**config.mk**
```make
export PLATFORM = sky130hd
export DESIGN_NAME = ncd_core
export DESIGN_NICKNAME = d
export VERILOG_FILES = /design/src/include/ncd_pkg.sv /design/src/core/ncd_core.sv
export SDC_FILE = /design/constraint.sdc
export NUM_CORES = 1
export LEC_CHECK = 0
export ABC_CLOCK_PERIOD_IN_PS = 3020
export CORE_MARGIN = 1
export CORE_UTILIZATION = 27
export DETAILED_ROUTE_END_ITERATION = 8
export DONT_BUFFER_PORTS = 1
export PLACE_DENSITY = 0.38
export RECOVER_POWER = 100
export SLEW_MARGIN = 20
export SYNTH_ARGS = -nofsm -noshare
export SYNTH_HDL_FRONTEND = slang
export SYNTH_SLANG_ARGS = --single-unit
```
**constraint.sdc**
```tcl
create_clock -name CLK -period 3.02 [get_ports CLK]
set_input_delay 0.604 -clock CLK [delete_from_list [all_inputs] [get_ports CLK]]
set_output_delay 0.604 -clock CLK [all_outputs]
set_load 0.1 [all_outputs]
```
**src/include/ncd_pkg.sv**
```systemverilog
// Package of constants, types and opcodes for the nibble core datapath
package ncd_pkg;
  // Widths
  localparam int NIB_W = 4;
  localparam int PC_W = 14;
  localparam int PAGE_LO = 7;
  localparam int PTR_W = 3;
  localparam int SP_W = 3;
  localparam int STACK_DEPTH = 8;
  localparam int ZW = 2;
  localparam int XW = 3;
  localparam int YW = 4;
  localparam int PORTD_W = 10;
  // Instruction clock divider
  localparam int ICLK_DIV = 3;
  localparam logic [1:0] DIV_LAST = 2'(ICLK_DIV - 1);
  localparam logic [6:0] IN_PAGE_LAST = 7'h7F;
  // Reset values
  localparam logic [PC_W-1:0] PC_RST = 14'h0000;
  localparam logic [3:0] NIB_RST = 4'h0;
  // Operation codes presented on the operation port
  typedef enum logic [4:0] {
    OP_NOP, OP_ADD_IMM, OP_ADD_MEM, OP_ADD_WITH_CARRY, OP_CMP_MEM, OP_AND_MEM, OP_OR_MEM,
    OP_BIT_SET, OP_BIT_CLR, OP_BIT_TEST, OP_ROTATE_RIGHT, OP_CARRY_SET, OP_CARRY_CLR,
    OP_LOAD_A, OP_LOAD_B, OP_PAIR_TO_E, OP_E_TO_PAIR, OP_LOAD_PTR, OP_LOAD_PTR_Z,
    OP_LOAD_PTR_X, OP_LOAD_PTR_Y, OP_STACK_INDEX_READ, OP_TABLE_LOOKUP, OP_INDEXED_JUMP,
    OP_INDEXED_CALL, OP_JUMP, OP_CALL, OP_RETURN, OP_INT_ENTRY, OP_INT_RETURN,
    OP_PORT_BIT_SET, OP_PORT_BIT_CLR
  } ncd_op_t;
  // One instruction as the decoder hands it over
  typedef struct packed {
    ncd_op_t op;
    logic [3:0] imm;
    logic [1:0] bit_sel;
    logic [PC_W-1:0] target;
  } ncd_instr_t;
  // Interrupt save stage contents
  typedef struct packed {
    logic [ZW-1:0] z;
    logic [XW-1:0] x;
    logic [YW-1:0] y;
    logic carry;
    logic skip;
    logic [3:0] a;
    logic [3:0] b;
  } ncd_save_t;
endpackage : ncd_pkg

```
**src/core/ncd_core.sv**
```systemverilog
// Nibble CPU core datapath: ALU, flags, pointers, stack, program counter
//
// The strobed register port and the placing of the registers were left to the implementer.
`timescale 1ns/1ps
// What this block does
// - 4-bit ALU adds, compares, ANDs, ORs, bit-ops
// - Add-with-carry sets carry on carry out
// - Plain adds leave carry flag unchanged
// - Rotate right copies accumulator bit0 to carry
// - Dedicated ops set or clear carry
// - Eight-bit register copies to and from B:A pair
// - Pointer:A forms 7-bit in-page ROM address
// - Eight return registers, pushed on call/interrupt, top slot borrowed by lookup
// - Overflow past eight wraps silently, no flag
// - Stack index tracks depth, readable into A
// - Interrupt entry saves RAM pointer, flags, A, B
// - Save stage used only by interrupt entry/return
// - Skip flag decides skips, saved across interrupts
// - Counter advances, or loads target on branches
// - Counter splits into page and in-page fields
// - In-page 127 wraps to 0, page increments
// - RAM pointer is group, file, digit selectors
// - Digit selector picks port D bit
// - Instruction clock is system clock divided by three
module ncd_core #(
  parameter int PC_WIDTH = ncd_pkg::PC_W
) (
  // Clock and reset
  input wire logic CLK,
  input wire logic RST_N,
  // Instruction from decoder, taken on an instruction clock tick
  input wire ncd_pkg::ncd_instr_t INSTR,
  // Program ROM data word for table lookup
  input wire logic [9:0] ROM_DATA,
  // Data RAM read nibble at the current pointer
  input wire logic [3:0] RAM_RDATA,
  // Skip condition raised by an external test (flag tests)
  input wire logic SKIP_REQ,
  // Interrupt vector for entry
  input wire logic [PC_WIDTH-1:0] INT_VECTOR,
  // Program address out
  output logic [PC_WIDTH-1:0] PC,
  output logic [6:0] TABLE_ADDR,
  // RAM address and write
  output logic [ncd_pkg::ZW-1:0] RAM_Z,
  output logic [ncd_pkg::XW-1:0] RAM_X,
  output logic [ncd_pkg::YW-1:0] RAM_Y,
  output logic [3:0] RAM_WDATA,
  output logic RAM_WE,
  // Visible state
  output logic [3:0] ACC,
  output logic [3:0] REG_B,
  output logic [7:0] REG_E,
  output logic CARRY_FLAG,
  output logic SKIP_FLAG,
  output logic [ncd_pkg::SP_W-1:0] STACK_INDEX,
  output logic INSTR_TICK,
  // Port D output latches
  output logic [ncd_pkg::PORTD_W-1:0] PORT_D
);
  // Divider state and tick
  logic [1:0] div_q;
  logic tick_q;
  // Working registers
  logic [3:0] a_q;
  logic [3:0] b_q;
  logic [7:0] e_q;
  logic [ncd_pkg::PTR_W-1:0] ptr_q;
  logic carry_q;
  logic skip_q;
  logic [PC_WIDTH-1:0] pc_q;
  logic [ncd_pkg::ZW-1:0] z_q;
  logic [ncd_pkg::XW-1:0] x_q;
  logic [ncd_pkg::YW-1:0] y_q;
  logic [ncd_pkg::SP_W-1:0] sp_q;
  logic [PC_WIDTH-1:0] stack_q [ncd_pkg::STACK_DEPTH];
  ncd_pkg::ncd_save_t save_q;
  logic [ncd_pkg::PORTD_W-1:0] portd_q;
  logic [3:0] wdata_q;
  logic we_q;
  logic [6:0] taddr_q;

  // Four-bit add with carry out
  function automatic logic [4:0] add5(input logic [3:0] x, input logic [3:0] y,
                                      input logic ci);
    add5 = {1'b0, x} + {1'b0, y} + {4'h0, ci};
  endfunction

  // Decode of the current instruction
  ncd_pkg::ncd_op_t op;
  wire exec = tick_q & ~skip_q;
  wire [4:0] sum_imm = add5(a_q, INSTR.imm, 1'b0);
  wire [4:0] sum_mem = add5(a_q, RAM_RDATA, 1'b0);
  wire [4:0] sum_cy = add5(a_q, RAM_RDATA, carry_q);
  wire [3:0] bit_mask = 4'h1 << INSTR.bit_sel;
  wire [6:0] in_page_next = pc_q[6:0] + 7'h01;
  wire page_carry = (pc_q[6:0] == ncd_pkg::IN_PAGE_LAST);
  localparam int PAGE_LO_W = ncd_pkg::PAGE_LO;
  wire [PC_WIDTH-PAGE_LO_W-1:0] page_next = pc_q[PC_WIDTH-1:7] + {{(PC_WIDTH-8){1'b0}}, page_carry};
  wire [PC_WIDTH-1:0] pc_inc = {page_next, in_page_next};
  wire [6:0] in_page_idx = {ptr_q, a_q};
  wire [PC_WIDTH-1:0] pc_idx = {pc_q[PC_WIDTH-1:7], in_page_idx};
  wire [ncd_pkg::SP_W-1:0] sp_top = sp_q - 3'h1;
  wire is_push = (op == ncd_pkg::OP_CALL) | (op == ncd_pkg::OP_INDEXED_CALL) |
                 (op == ncd_pkg::OP_TABLE_LOOKUP) | (op == ncd_pkg::OP_INT_ENTRY);
  wire is_pop = (op == ncd_pkg::OP_RETURN) | (op == ncd_pkg::OP_INT_RETURN);
  wire cmp_skip = (op == ncd_pkg::OP_CMP_MEM) & (a_q == RAM_RDATA);
  wire bit_skip = (op == ncd_pkg::OP_BIT_TEST) & ~|(RAM_RDATA & bit_mask);
  assign op = INSTR.op;

  // Instruction clock divider, one tick per three system clocks
  always_ff @(posedge CLK) begin
    if (!RST_N) begin
      div_q <= 2'h0;
      tick_q <= 1'b0;
    end else begin
      div_q <= (div_q == ncd_pkg::DIV_LAST) ? 2'h0 : div_q + 2'h1;
      tick_q <= (div_q == ncd_pkg::DIV_LAST);
    end
  end

  // Accumulator, B, E, pointer register
  always_ff @(posedge CLK) begin
    if (!RST_N) begin
      a_q <= ncd_pkg::NIB_RST;
      b_q <= ncd_pkg::NIB_RST;
      e_q <= 8'h00;
      ptr_q <= 3'h0;
    end else if (exec) begin
      case (op)
        ncd_pkg::OP_ADD_IMM: a_q <= sum_imm[3:0];
        ncd_pkg::OP_ADD_MEM: a_q <= sum_mem[3:0];
        ncd_pkg::OP_ADD_WITH_CARRY: a_q <= sum_cy[3:0];
        ncd_pkg::OP_AND_MEM: a_q <= a_q & RAM_RDATA;
        ncd_pkg::OP_OR_MEM: a_q <= a_q | RAM_RDATA;
        ncd_pkg::OP_ROTATE_RIGHT: a_q <= {carry_q, a_q[3:1]};
        ncd_pkg::OP_LOAD_A: a_q <= INSTR.imm;
        ncd_pkg::OP_LOAD_B: b_q <= INSTR.imm;
        ncd_pkg::OP_LOAD_PTR: ptr_q <= INSTR.imm[2:0];
        ncd_pkg::OP_PAIR_TO_E: e_q <= {b_q, a_q};
        ncd_pkg::OP_E_TO_PAIR: begin
          b_q <= e_q[7:4];
          a_q <= e_q[3:0];
        end
        ncd_pkg::OP_STACK_INDEX_READ: a_q <= {1'b0, sp_q};
        ncd_pkg::OP_TABLE_LOOKUP: begin
          b_q <= ROM_DATA[7:4];
          a_q <= ROM_DATA[3:0];
        end
        ncd_pkg::OP_INT_RETURN: begin
          a_q <= save_q.a;
          b_q <= save_q.b;
        end
        default: a_q <= a_q;
      endcase
    end
  end

  // Carry flag
  always_ff @(posedge CLK) begin
    if (!RST_N) begin
      carry_q <= 1'b0;
    end else if (exec) begin
      case (op)
        ncd_pkg::OP_ADD_WITH_CARRY: carry_q <= sum_cy[4];
        ncd_pkg::OP_ROTATE_RIGHT: carry_q <= a_q[0];
        ncd_pkg::OP_CARRY_SET: carry_q <= 1'b1;
        ncd_pkg::OP_CARRY_CLR: carry_q <= 1'b0;
        ncd_pkg::OP_INT_RETURN: carry_q <= save_q.carry;
        default: carry_q <= carry_q; // Plain adds keep carry
      endcase
    end
  end

  // Skip flag: set by tests, cleared after the skipped slot
  always_ff @(posedge CLK) begin
    if (!RST_N) begin
      skip_q <= 1'b0;
    end else if (tick_q) begin
      if (skip_q && op != ncd_pkg::OP_INT_ENTRY) begin
        skip_q <= 1'b0;
      end else if (op == ncd_pkg::OP_INT_ENTRY) begin
        skip_q <= 1'b0; // Pending skip kept in save stage
      end else if (op == ncd_pkg::OP_INT_RETURN) begin
        skip_q <= save_q.skip;
      end else begin
        skip_q <= SKIP_REQ | cmp_skip | bit_skip;
      end
    end
  end

  // RAM pointer and RAM write
  always_ff @(posedge CLK) begin
    if (!RST_N) begin
      z_q <= '0;
      x_q <= '0;
      y_q <= '0;
      we_q <= 1'b0;
      wdata_q <= 4'h0;
    end else begin
      we_q <= exec & ((op == ncd_pkg::OP_BIT_SET) | (op == ncd_pkg::OP_BIT_CLR));
      wdata_q <= (op == ncd_pkg::OP_BIT_SET) ? (RAM_RDATA | bit_mask) : (RAM_RDATA & ~bit_mask);
      if (exec) begin
        case (op)
          ncd_pkg::OP_LOAD_PTR_Z: z_q <= INSTR.imm[1:0];
          ncd_pkg::OP_LOAD_PTR_X: x_q <= INSTR.imm[2:0];
          ncd_pkg::OP_LOAD_PTR_Y: y_q <= INSTR.imm;
          ncd_pkg::OP_INT_RETURN: begin
            z_q <= save_q.z;
            x_q <= save_q.x;
            y_q <= save_q.y;
          end
          default: y_q <= y_q;
        endcase
      end
    end
  end

  // Port D bit set and clear at digit selector
  always_ff @(posedge CLK) begin
    if (!RST_N) begin
      portd_q <= '0;
    end else if (exec && y_q < 4'(ncd_pkg::PORTD_W)) begin
      if (op == ncd_pkg::OP_PORT_BIT_SET) portd_q[y_q] <= 1'b1;
      else if (op == ncd_pkg::OP_PORT_BIT_CLR) portd_q[y_q] <= 1'b0;
    end
  end

  // Interrupt save stage, written only on interrupt entry
  always_ff @(posedge CLK) begin
    if (!RST_N) begin
      save_q <= '0;
    end else if (tick_q && op == ncd_pkg::OP_INT_ENTRY) begin
      save_q <= '{z: z_q, x: x_q, y: y_q, carry: carry_q, skip: skip_q,
                  a: a_q, b: b_q};
    end
  end

  // Return stack and index; overflow just wraps
  always_ff @(posedge CLK) begin
    if (!RST_N) begin
      sp_q <= '0;
    end else if ((exec && op != ncd_pkg::OP_INT_ENTRY) || (tick_q && op == ncd_pkg::OP_INT_ENTRY)) begin
      // A lookup borrows the top slot and gives it back in the same instruction
      if (is_push && op != ncd_pkg::OP_TABLE_LOOKUP) sp_q <= sp_q + 3'h1;
      else if (is_pop) sp_q <= sp_top;
    end
  end

  // Stack storage has no reset; contents are software-defined
  always_ff @(posedge CLK) begin
    if ((exec || (tick_q && op == ncd_pkg::OP_INT_ENTRY)) && is_push) begin
      stack_q[sp_q] <= (op == ncd_pkg::OP_INT_ENTRY) ? pc_q : pc_inc;
    end
  end

  // Table address follows pointer and accumulator so ROM data is ready at the tick
  always_ff @(posedge CLK) begin
    if (!RST_N) begin
      taddr_q <= 7'h00;
    end else begin
      taddr_q <= in_page_idx;
    end
  end

  // Program counter
  always_ff @(posedge CLK) begin
    if (!RST_N) begin
      pc_q <= ncd_pkg::PC_RST;
    end else if (tick_q) begin
      if (op == ncd_pkg::OP_INT_ENTRY) begin
        pc_q <= INT_VECTOR;
      end else if (!exec) begin
        pc_q <= pc_inc; // Skipped slot still advances
      end else begin
        case (op)
          ncd_pkg::OP_JUMP, ncd_pkg::OP_CALL: pc_q <= INSTR.target;
          ncd_pkg::OP_INDEXED_JUMP, ncd_pkg::OP_INDEXED_CALL: pc_q <= pc_idx;
          ncd_pkg::OP_RETURN, ncd_pkg::OP_INT_RETURN: pc_q <= stack_q[sp_top];
          default: pc_q <= pc_inc;
        endcase
      end
    end
  end

  // Outputs straight from flip-flops
  assign PC = pc_q;
  assign TABLE_ADDR = taddr_q;
  assign RAM_Z = z_q;
  assign RAM_X = x_q;
  assign RAM_Y = y_q;
  assign RAM_WDATA = wdata_q;
  assign RAM_WE = we_q;
  assign ACC = a_q;
  assign REG_B = b_q;
  assign REG_E = e_q;
  assign CARRY_FLAG = carry_q;
  assign SKIP_FLAG = skip_q;
  assign STACK_INDEX = sp_q;
  assign INSTR_TICK = tick_q;
  assign PORT_D = portd_q;

  // Tick every third cycle
  a_tick_period: assert property (@(posedge CLK) disable iff (!RST_N)
    tick_q |=> !tick_q ##1 !tick_q ##1 tick_q) else $error("tick period wrong");
  // Carry from add-with-carry
  a_carry_add: assert property (@(posedge CLK) disable iff (!RST_N)
    exec && op == ncd_pkg::OP_ADD_WITH_CARRY |=> carry_q == $past(sum_cy[4]))
    else $error("carry not from sum");
  // Plain adds keep carry
  a_carry_keep: assert property (@(posedge CLK) disable iff (!RST_N)
    exec && (op == ncd_pkg::OP_ADD_IMM || op == ncd_pkg::OP_ADD_MEM) |=> $stable(carry_q))
    else $error("carry changed by add");
  // Rotate takes bit zero
  a_rotate_carry: assert property (@(posedge CLK) disable iff (!RST_N)
    exec && op == ncd_pkg::OP_ROTATE_RIGHT |=> carry_q == $past(a_q[0]))
    else $error("rotate carry wrong");
  // Carry set op
  a_carry_set: assert property (@(posedge CLK) disable iff (!RST_N)
    exec && op == ncd_pkg::OP_CARRY_SET |=> carry_q) else $error("carry not set");
  // Call advances index
  a_push_index: assert property (@(posedge CLK) disable iff (!RST_N)
    exec && (op == ncd_pkg::OP_CALL) |=> sp_q == $past(sp_q) + 3'h1)
    else $error("index not advanced");
  // Save stage holds outside interrupt entry
  a_save_hold: assert property (@(posedge CLK) disable iff (!RST_N)
    !(tick_q && op == ncd_pkg::OP_INT_ENTRY) |=> $stable(save_q))
    else $error("save stage disturbed");
  // In-page wrap
  a_page_wrap: assert property (@(posedge CLK) disable iff (!RST_N)
    tick_q && op == ncd_pkg::OP_NOP && pc_q[6:0] == 7'h7F |=> pc_q[6:0] == 7'h00 &&
    pc_q[PC_WIDTH-1:7] == $past(pc_q[PC_WIDTH-1:7]) + 1'b1) else $error("page wrap wrong");
  // Skipped slot changes no accumulator
  a_skip_nop: assert property (@(posedge CLK) disable iff (!RST_N)
    tick_q && skip_q && op == ncd_pkg::OP_LOAD_A |=> $stable(a_q) && !skip_q)
    else $error("skipped op executed");
  c_call: cover property (@(posedge CLK) exec && op == ncd_pkg::OP_CALL);
  c_int: cover property (@(posedge CLK) tick_q && op == ncd_pkg::OP_INT_ENTRY);
  c_skip: cover property (@(posedge CLK) tick_q && skip_q);
endmodule // ncd_core

```
Yosys cells after proc, flatten, opt, wreduce, memory -nomap -nowiden
Memories as Yosys holds them, arrays and structs flattened. Index checks and enable logic that the tools add are counted.

Register bits after elaboration: 91. RAM bits: 112. Memories kept: 1.

Add/subtract/negate cells: 8. $lt $le $gt $ge: 3. Equality and inequality tests: 37. Shift operators: 1. Muxes and demuxes: 22. Bitwise gates (word level): 22. Reductions and logical operators: 34.

Memories: stack_q (depth 8, width 14, read ports 1, clocked after memory_dff 0, write ports 1, RTL line ncd_core.sv:76) `logic [PC_WIDTH-1:0] stack_q [ncd_pkg::STACK_DEPTH];`.

Operator list (number): == test 5 bit (second input constant) (16); case mux 4 bit (11 select lines) (1); two-way mux 14 bit (3); case mux 14 bit (3 select lines) (1); == test 5 x 4 -> 1 bit (second input constant) (8); AND reduction 2 bit (11); == test 5 x 3 -> 1 bit (second input constant) (4); two-way mux 10 bit (2); case mux 4 bit (4 select lines) (1); bitwise AND 4 bit (3); nonzero test 11 bit (1); bitwise AND 10 bit (1); == test 5 x 2 -> 1 bit (second input constant) (2); != test 5 bit (second input constant) (2); NOT 10 bit (1); bitwise OR 10 bit (1); nonzero test 2 bit (5); bitwise OR 4 bit (2); case mux 4 bit (2 select lines) (1); OR reduction 2 bit (4); adder 7 x 1 -> 7 bit (1); adder 7 x 1 -> 7 bit (second input constant) (1); == test 7 bit (second input constant) (1); logical AND 1 bit (7); 30 further kinds (47).

Longest topological paths before layout
Depth after elaboration: 9. Gate-level depth with buffers: 12. Gate-level depth less buffers: 12.

Worst setup path before layout
OpenSTA, ideal clock, no wires.

Path kind: reg2reg. Start point: register tick_q (netlist: INSTR_TICK). End point: memory stack_q[1][0] in the netlist's numbering, enable pin. Setup time: 0.403 ns. Arrival: 3.003 ns. Path slack: -0.386 ns. Stages on the path, launching flop included: 7. Path buffers: 3. Cells stage by stage: dfxtp_1 buf_2 nor2b_1 buf_2 buf_2 o221ai_1 nor3_1.

Word-level cells in the longest chain between the ends: 5. Elaborated cells on any way between the ends: 6. Those cells by class: 2 x mux; 1 x bitwise; 3 x reduce/logical.

Ends and longest elaborated chain: start, declared (RTL line ncd_core.sv:63) `logic tick_q;`; start signal, assigned (RTL line ncd_core.sv:118) `tick_q <= (div_q == ncd_pkg::DIV_LAST);`; bitwise AND 1 bit / logical AND 1 bit (equally long branches) (RTL line ncd_core.sv:91, ncd_core.sv:252); logical OR 1 bit * (RTL line ncd_core.sv:252) `if ((exec || (tick_q && op == ncd_pkg::OP_INT_ENTRY)) && is_push) begin`; logical AND 1 bit * (RTL line ncd_core.sv:252); two-way mux 1 bit * (RTL line ncd_core.sv:252); two-way mux 1 bit * (RTL line ncd_core.sv:253) `stack_q[sp_q] <= (op == ncd_pkg::OP_INT_ENTRY) ? pc_q : pc_inc;`; end, declared (RTL line ncd_core.sv:76).

Mark *: on every way between the ends. The rest lies on a longest branch, timed or not.

Worst setup path after layout
Start point: register skip_q (netlist: SKIP_FLAG). End point: memory stack_q[3][13] in the netlist's numbering, enable pin.

Word-level cells in the longest chain between the ends: 6.

Ends and longest elaborated chain: start, declared (RTL line ncd_core.sv:70) `logic skip_q;`; start signal, assigned (RTL line ncd_core.sv:185) `skip_q <= save_q.skip;`; start signal, assigned (RTL line ncd_core.sv:187) `skip_q <= SKIP_REQ | cmp_skip | bit_skip;`; NOT 1 bit (RTL line ncd_core.sv:91) `wire exec = tick_q & ~skip_q;`; bitwise AND 1 bit (RTL line ncd_core.sv:91); logical OR 1 bit (RTL line ncd_core.sv:252); logical AND 1 bit (RTL line ncd_core.sv:252); two-way mux 1 bit (RTL line ncd_core.sv:252); two-way mux 1 bit (RTL line ncd_core.sv:253).

Every way passes these cells.

==> metrics.sh <==
OUTCOME='complete, but fails checks'
VIOLATIONS='max-capacitance violations, max-slew violations'
STATIC-LEAKAGE-POWER_nW=3.94
SYN-INSTANCE-COUNT=912
WORSTSETUPENDPOINTTYPE='register'
PLACE.GP.CONGESTION=0.789
SYNTH_CELL_TYPES=81
REGTOREGSTARTPOINT='SKIP_FLAG'
MOST_USED_FLIP_FLOP_CELL_AFTER_SYNTHESIS='sky130_fd_sc_hd__edfxtp_1'
LAYOUT-DRIVE-GT1-SHARE=0.140
CRIT_FANOUT=16
NUMBER_OF_MAXIMUM_CAPACITANCE_VIOLATIONS=1
DESIGN.DIE.AREA_UM2=37900
FINAL-MAX-SLEW-VIOLATION-COUNT=25
DP_CELLS=1384
FIN_CRIT_SH=0.950
SETUP_VIOL=0
YS_ASYNC_SR_FRACTION=0
DR.FIRST_ITER.DRC_COUNT=426
AVGROUTEDWIREPERCELL_UM=22.9
MAX_FREQ_MHz=349
SYNTH.CELL_AREA_UM2=10000
SYN_TO_LAYOUT_AREA_DELTA_PCT=13.7
YOSYSWARNINGS=0
GLOBALROUTEOVERFLOWTOTAL=0
GLOBAL_ROUTE.USAGE.TOTAL=0.172
POST_CTS_BUFFERS=0
SYNTH_NETS=989
POWER.DENSITY_nW_PER_UM2=555
COUNT_OF_FLIP_FLOPS_WITH_A_BUILT_IN_ENABLE_AFTER_SYNTHESIS=112
WORST_SETUP_HOLD_PATH_CLK_SLEW_PS=50
AVGSYNTHCELLAREA_UM2=11.0
GRT_MAX_DEGREE=42
DPL.HPWL_MM=22.2
CORE_REGION_AREA_UM2=36600
TRITONCTS_CLOCK_TREE='done'
INSERTION_DELAY_PS=560
CRITPATHLAUNCHTYPE='register'
WORSTHOLDSTART='INSTR[24]'
CRIT_START='SKIP_FLAG'
DESIGN.FINAL.NETS=1020
FLOORPLAN.INITIALDENSITY=0.274
FINALWIRELENGTH_MM=32.8
CLOCK-SINKS=203
DIE_W_UM=195
BOUNDARY_PIN_COUNT=123
BUFFER_PORTS.INSERTED=0
CTS_ROOT_BUF='sky130_fd_sc_hd__clkbuf_16'
POSTSYNTHREGISTERBITS=203
DETAIL_ROUTE.VIAS_PER_CELL=5.10
NUMBER_OF_GLOBAL_ROUTE_VIAS_BEFORE_REPAIR=7300
CTSHTREEMAXLEVEL=1
CTS_INSERTED_BUFFERS=25
VDD_IR_DROP_MAX_V=0.000363
PRE_CTS_WS_PS=361
POST_LAYOUT_NONFILLER_INSTANCES=1431
HOLD_VIOL=0
TIMING.SLEW.HEADROOM=-0.0812
DRC=0
DETAILROUTE.VIA_COUNT=7302
ANTENNA_FOUND_INITIAL=3
PERIOD_MINUS_SLACK_PS=2870
WORST-ENDPOINT-REQUIRED_PS=3210
P_TOTAL_mW=6.32
HOLD_CLASS='in2reg'
WORST-SETUP-PATH-TYPE='reg2reg'
MAX-CLOCK-PATH-BUFFERS=3
DIE_H_UM=195
CTS_HOLD_BUFS=0
GRT_SETUP_UNREPAIRED='false'
WORSTMARGINPINSLEW_PS=1620
CLOCK_SKEW_PS=19.5
FIRSTDRTPASSITERS=5
FINAL_CORE_UTILIZATION=0.311
SEQ_AREA_FRAC_SYNTH=0.517
SETUP_WS_PS=152
CTS_RESIZED=0
WORST-ENDPOINT-ARRIVAL_PS=3060
GRT_PASS1_WL_MM=48.4
ANTENNA_LEFT=0
ROW_COUNT=70
-- through the flow --
stage | setup TNS (ps) | hold WS, ps | instance area, um2
after detailed placement | 0 | 406 | 10800
final | 0 | 155 | 11400
after global routing | 0 | 129 | 11400
after global placement | 0 | 404 | 10800
after CTS | 0 | 133 | 11600
after floorplan | -1270 | 392 | 10000
-- layout make-up --
class / count / area, um2
Fill cell: 3810 / 25200
Sequential cell: 203 / 5190
Multi-Input combinational cell: 629 / 4400
Clock buffer: 33 / 676
Tap cell: 468 / 586
Timing Repair Buffer: 62 / 349
Clock inverter: 11 / 96.3
Inverter: 22 / 82.6
Antenna cell: 3 / 7.51
-- kinds of logic (layout without fill, tap and decap cells) --
logic type / count (synthesis) / in the layout / share of synthesized area
buffers and inverters: 80 / 128 / 0.0418
XOR/XNOR: 29 / 29 / 0.0280
other: 0 / 3 / 0
flip-flops: 203 / 203 / 0.517
multiplexers: 53 / 53 / 0.0879
adder cells (fa/ha/maj): 21 / 21 / 0.0277
AND/OR/NAND/NOR: 299 / 299 / 0.149
AO/OA/AOI/OAI: 227 / 227 / 0.148
-- cells in the mapped netlist (all sizes together) (5+ instances only) --
library cell	count	area, um2
edfxtp	112	3360
nand2	105	402
dfxtp	91	1820
a21oi	90	450
nor2	89	339
o21ai	41	213
buf	40	269
mux4	28	631
mux2i	25	250
inv	22	82.6
ha	19	238
clkbuf	18	67.6
nand3	18	90.1
xnor2	18	158
nor3	17	130
nor2b	13	81.3
a211oi	11	95.1
a22oi	11	82.6
xor2	11	123
a221oi	9	85.1
a22o	9	78.8
nand2b	9	56.3
nand4	8	50.1
o211ai	8	60.1
a31oi	6	37.5
and2	6	37.5
and3	6	37.5
nand3b	5	37.5
-- final timing paths --
| kind | to | slack (ps) | depth (start not counted) |
|---|---|---|---|
| max | stack_q[3][13] | 150 | 5 |
| min | RAM_WE | 150 | 1 |
| max reg2reg | stack_q[3][13] | 150 | 5 |
| min reg2reg | div_q[0] | 420 | 1 |
-- sequential cells by signal, summed over array words and instances (netlist names), 2 cells and up, named ones only --
| register | cells |
|---|---|
| REG_B | 4 |
| RAM_Z | 2 |
| RAM_X | 3 |
| PC | 14 |
| RAM_WDATA | 4 |
| REG_E | 8 |
| TABLE_ADDR | 7 |
| STACK_INDEX | 3 |
| stack_q | 112 |
| ptr_q | 3 |
| save_q | 19 |
| RAM_Y | 4 |
| div_q | 2 |
| ACC | 4 |
-- critical path, stage by stage, from the launching register on --
cell                       delay [ps]
sky130_fd_sc_hd__dfxtp_1          410
sky130_fd_sc_hd__nor2b_1          310
sky130_fd_sc_hd__clkbuf_1         740
sky130_fd_sc_hd__o221ai_1         400
sky130_fd_sc_hd__nor2_1           180
sky130_fd_sc_hd__clkbuf_2         460
-- report_power, final --
part           internal (mW)  leakage (nW)  switching [mW]
registers               2.93          1.79          0.0534
logic                  0.136          1.77           0.327
clock network           1.66         0.376            1.21
-- metal layers --
metal	up-vias	share of wire	global-route usage
met5	-	0	0
met4	0	0.025	0.0597
met3	45	0.065	0.0472
met2	192	0.47	0.275
met1	3622	0.44	0.223
li1	3443	-	-
-- cell usage in the layout (no fill, tap or decap), drive strengths merged, types with 19 or more instances in the layout --
cell    count
o21ai      41
dfxtp      91
mux2i      25
ha         19
inv        24
buf        22
mux4       28
clkbuf     73
edfxtp    112
nand2     105
a21oi      90
nor2       89
Note: power is estimated with default switching activity, not from simulation.
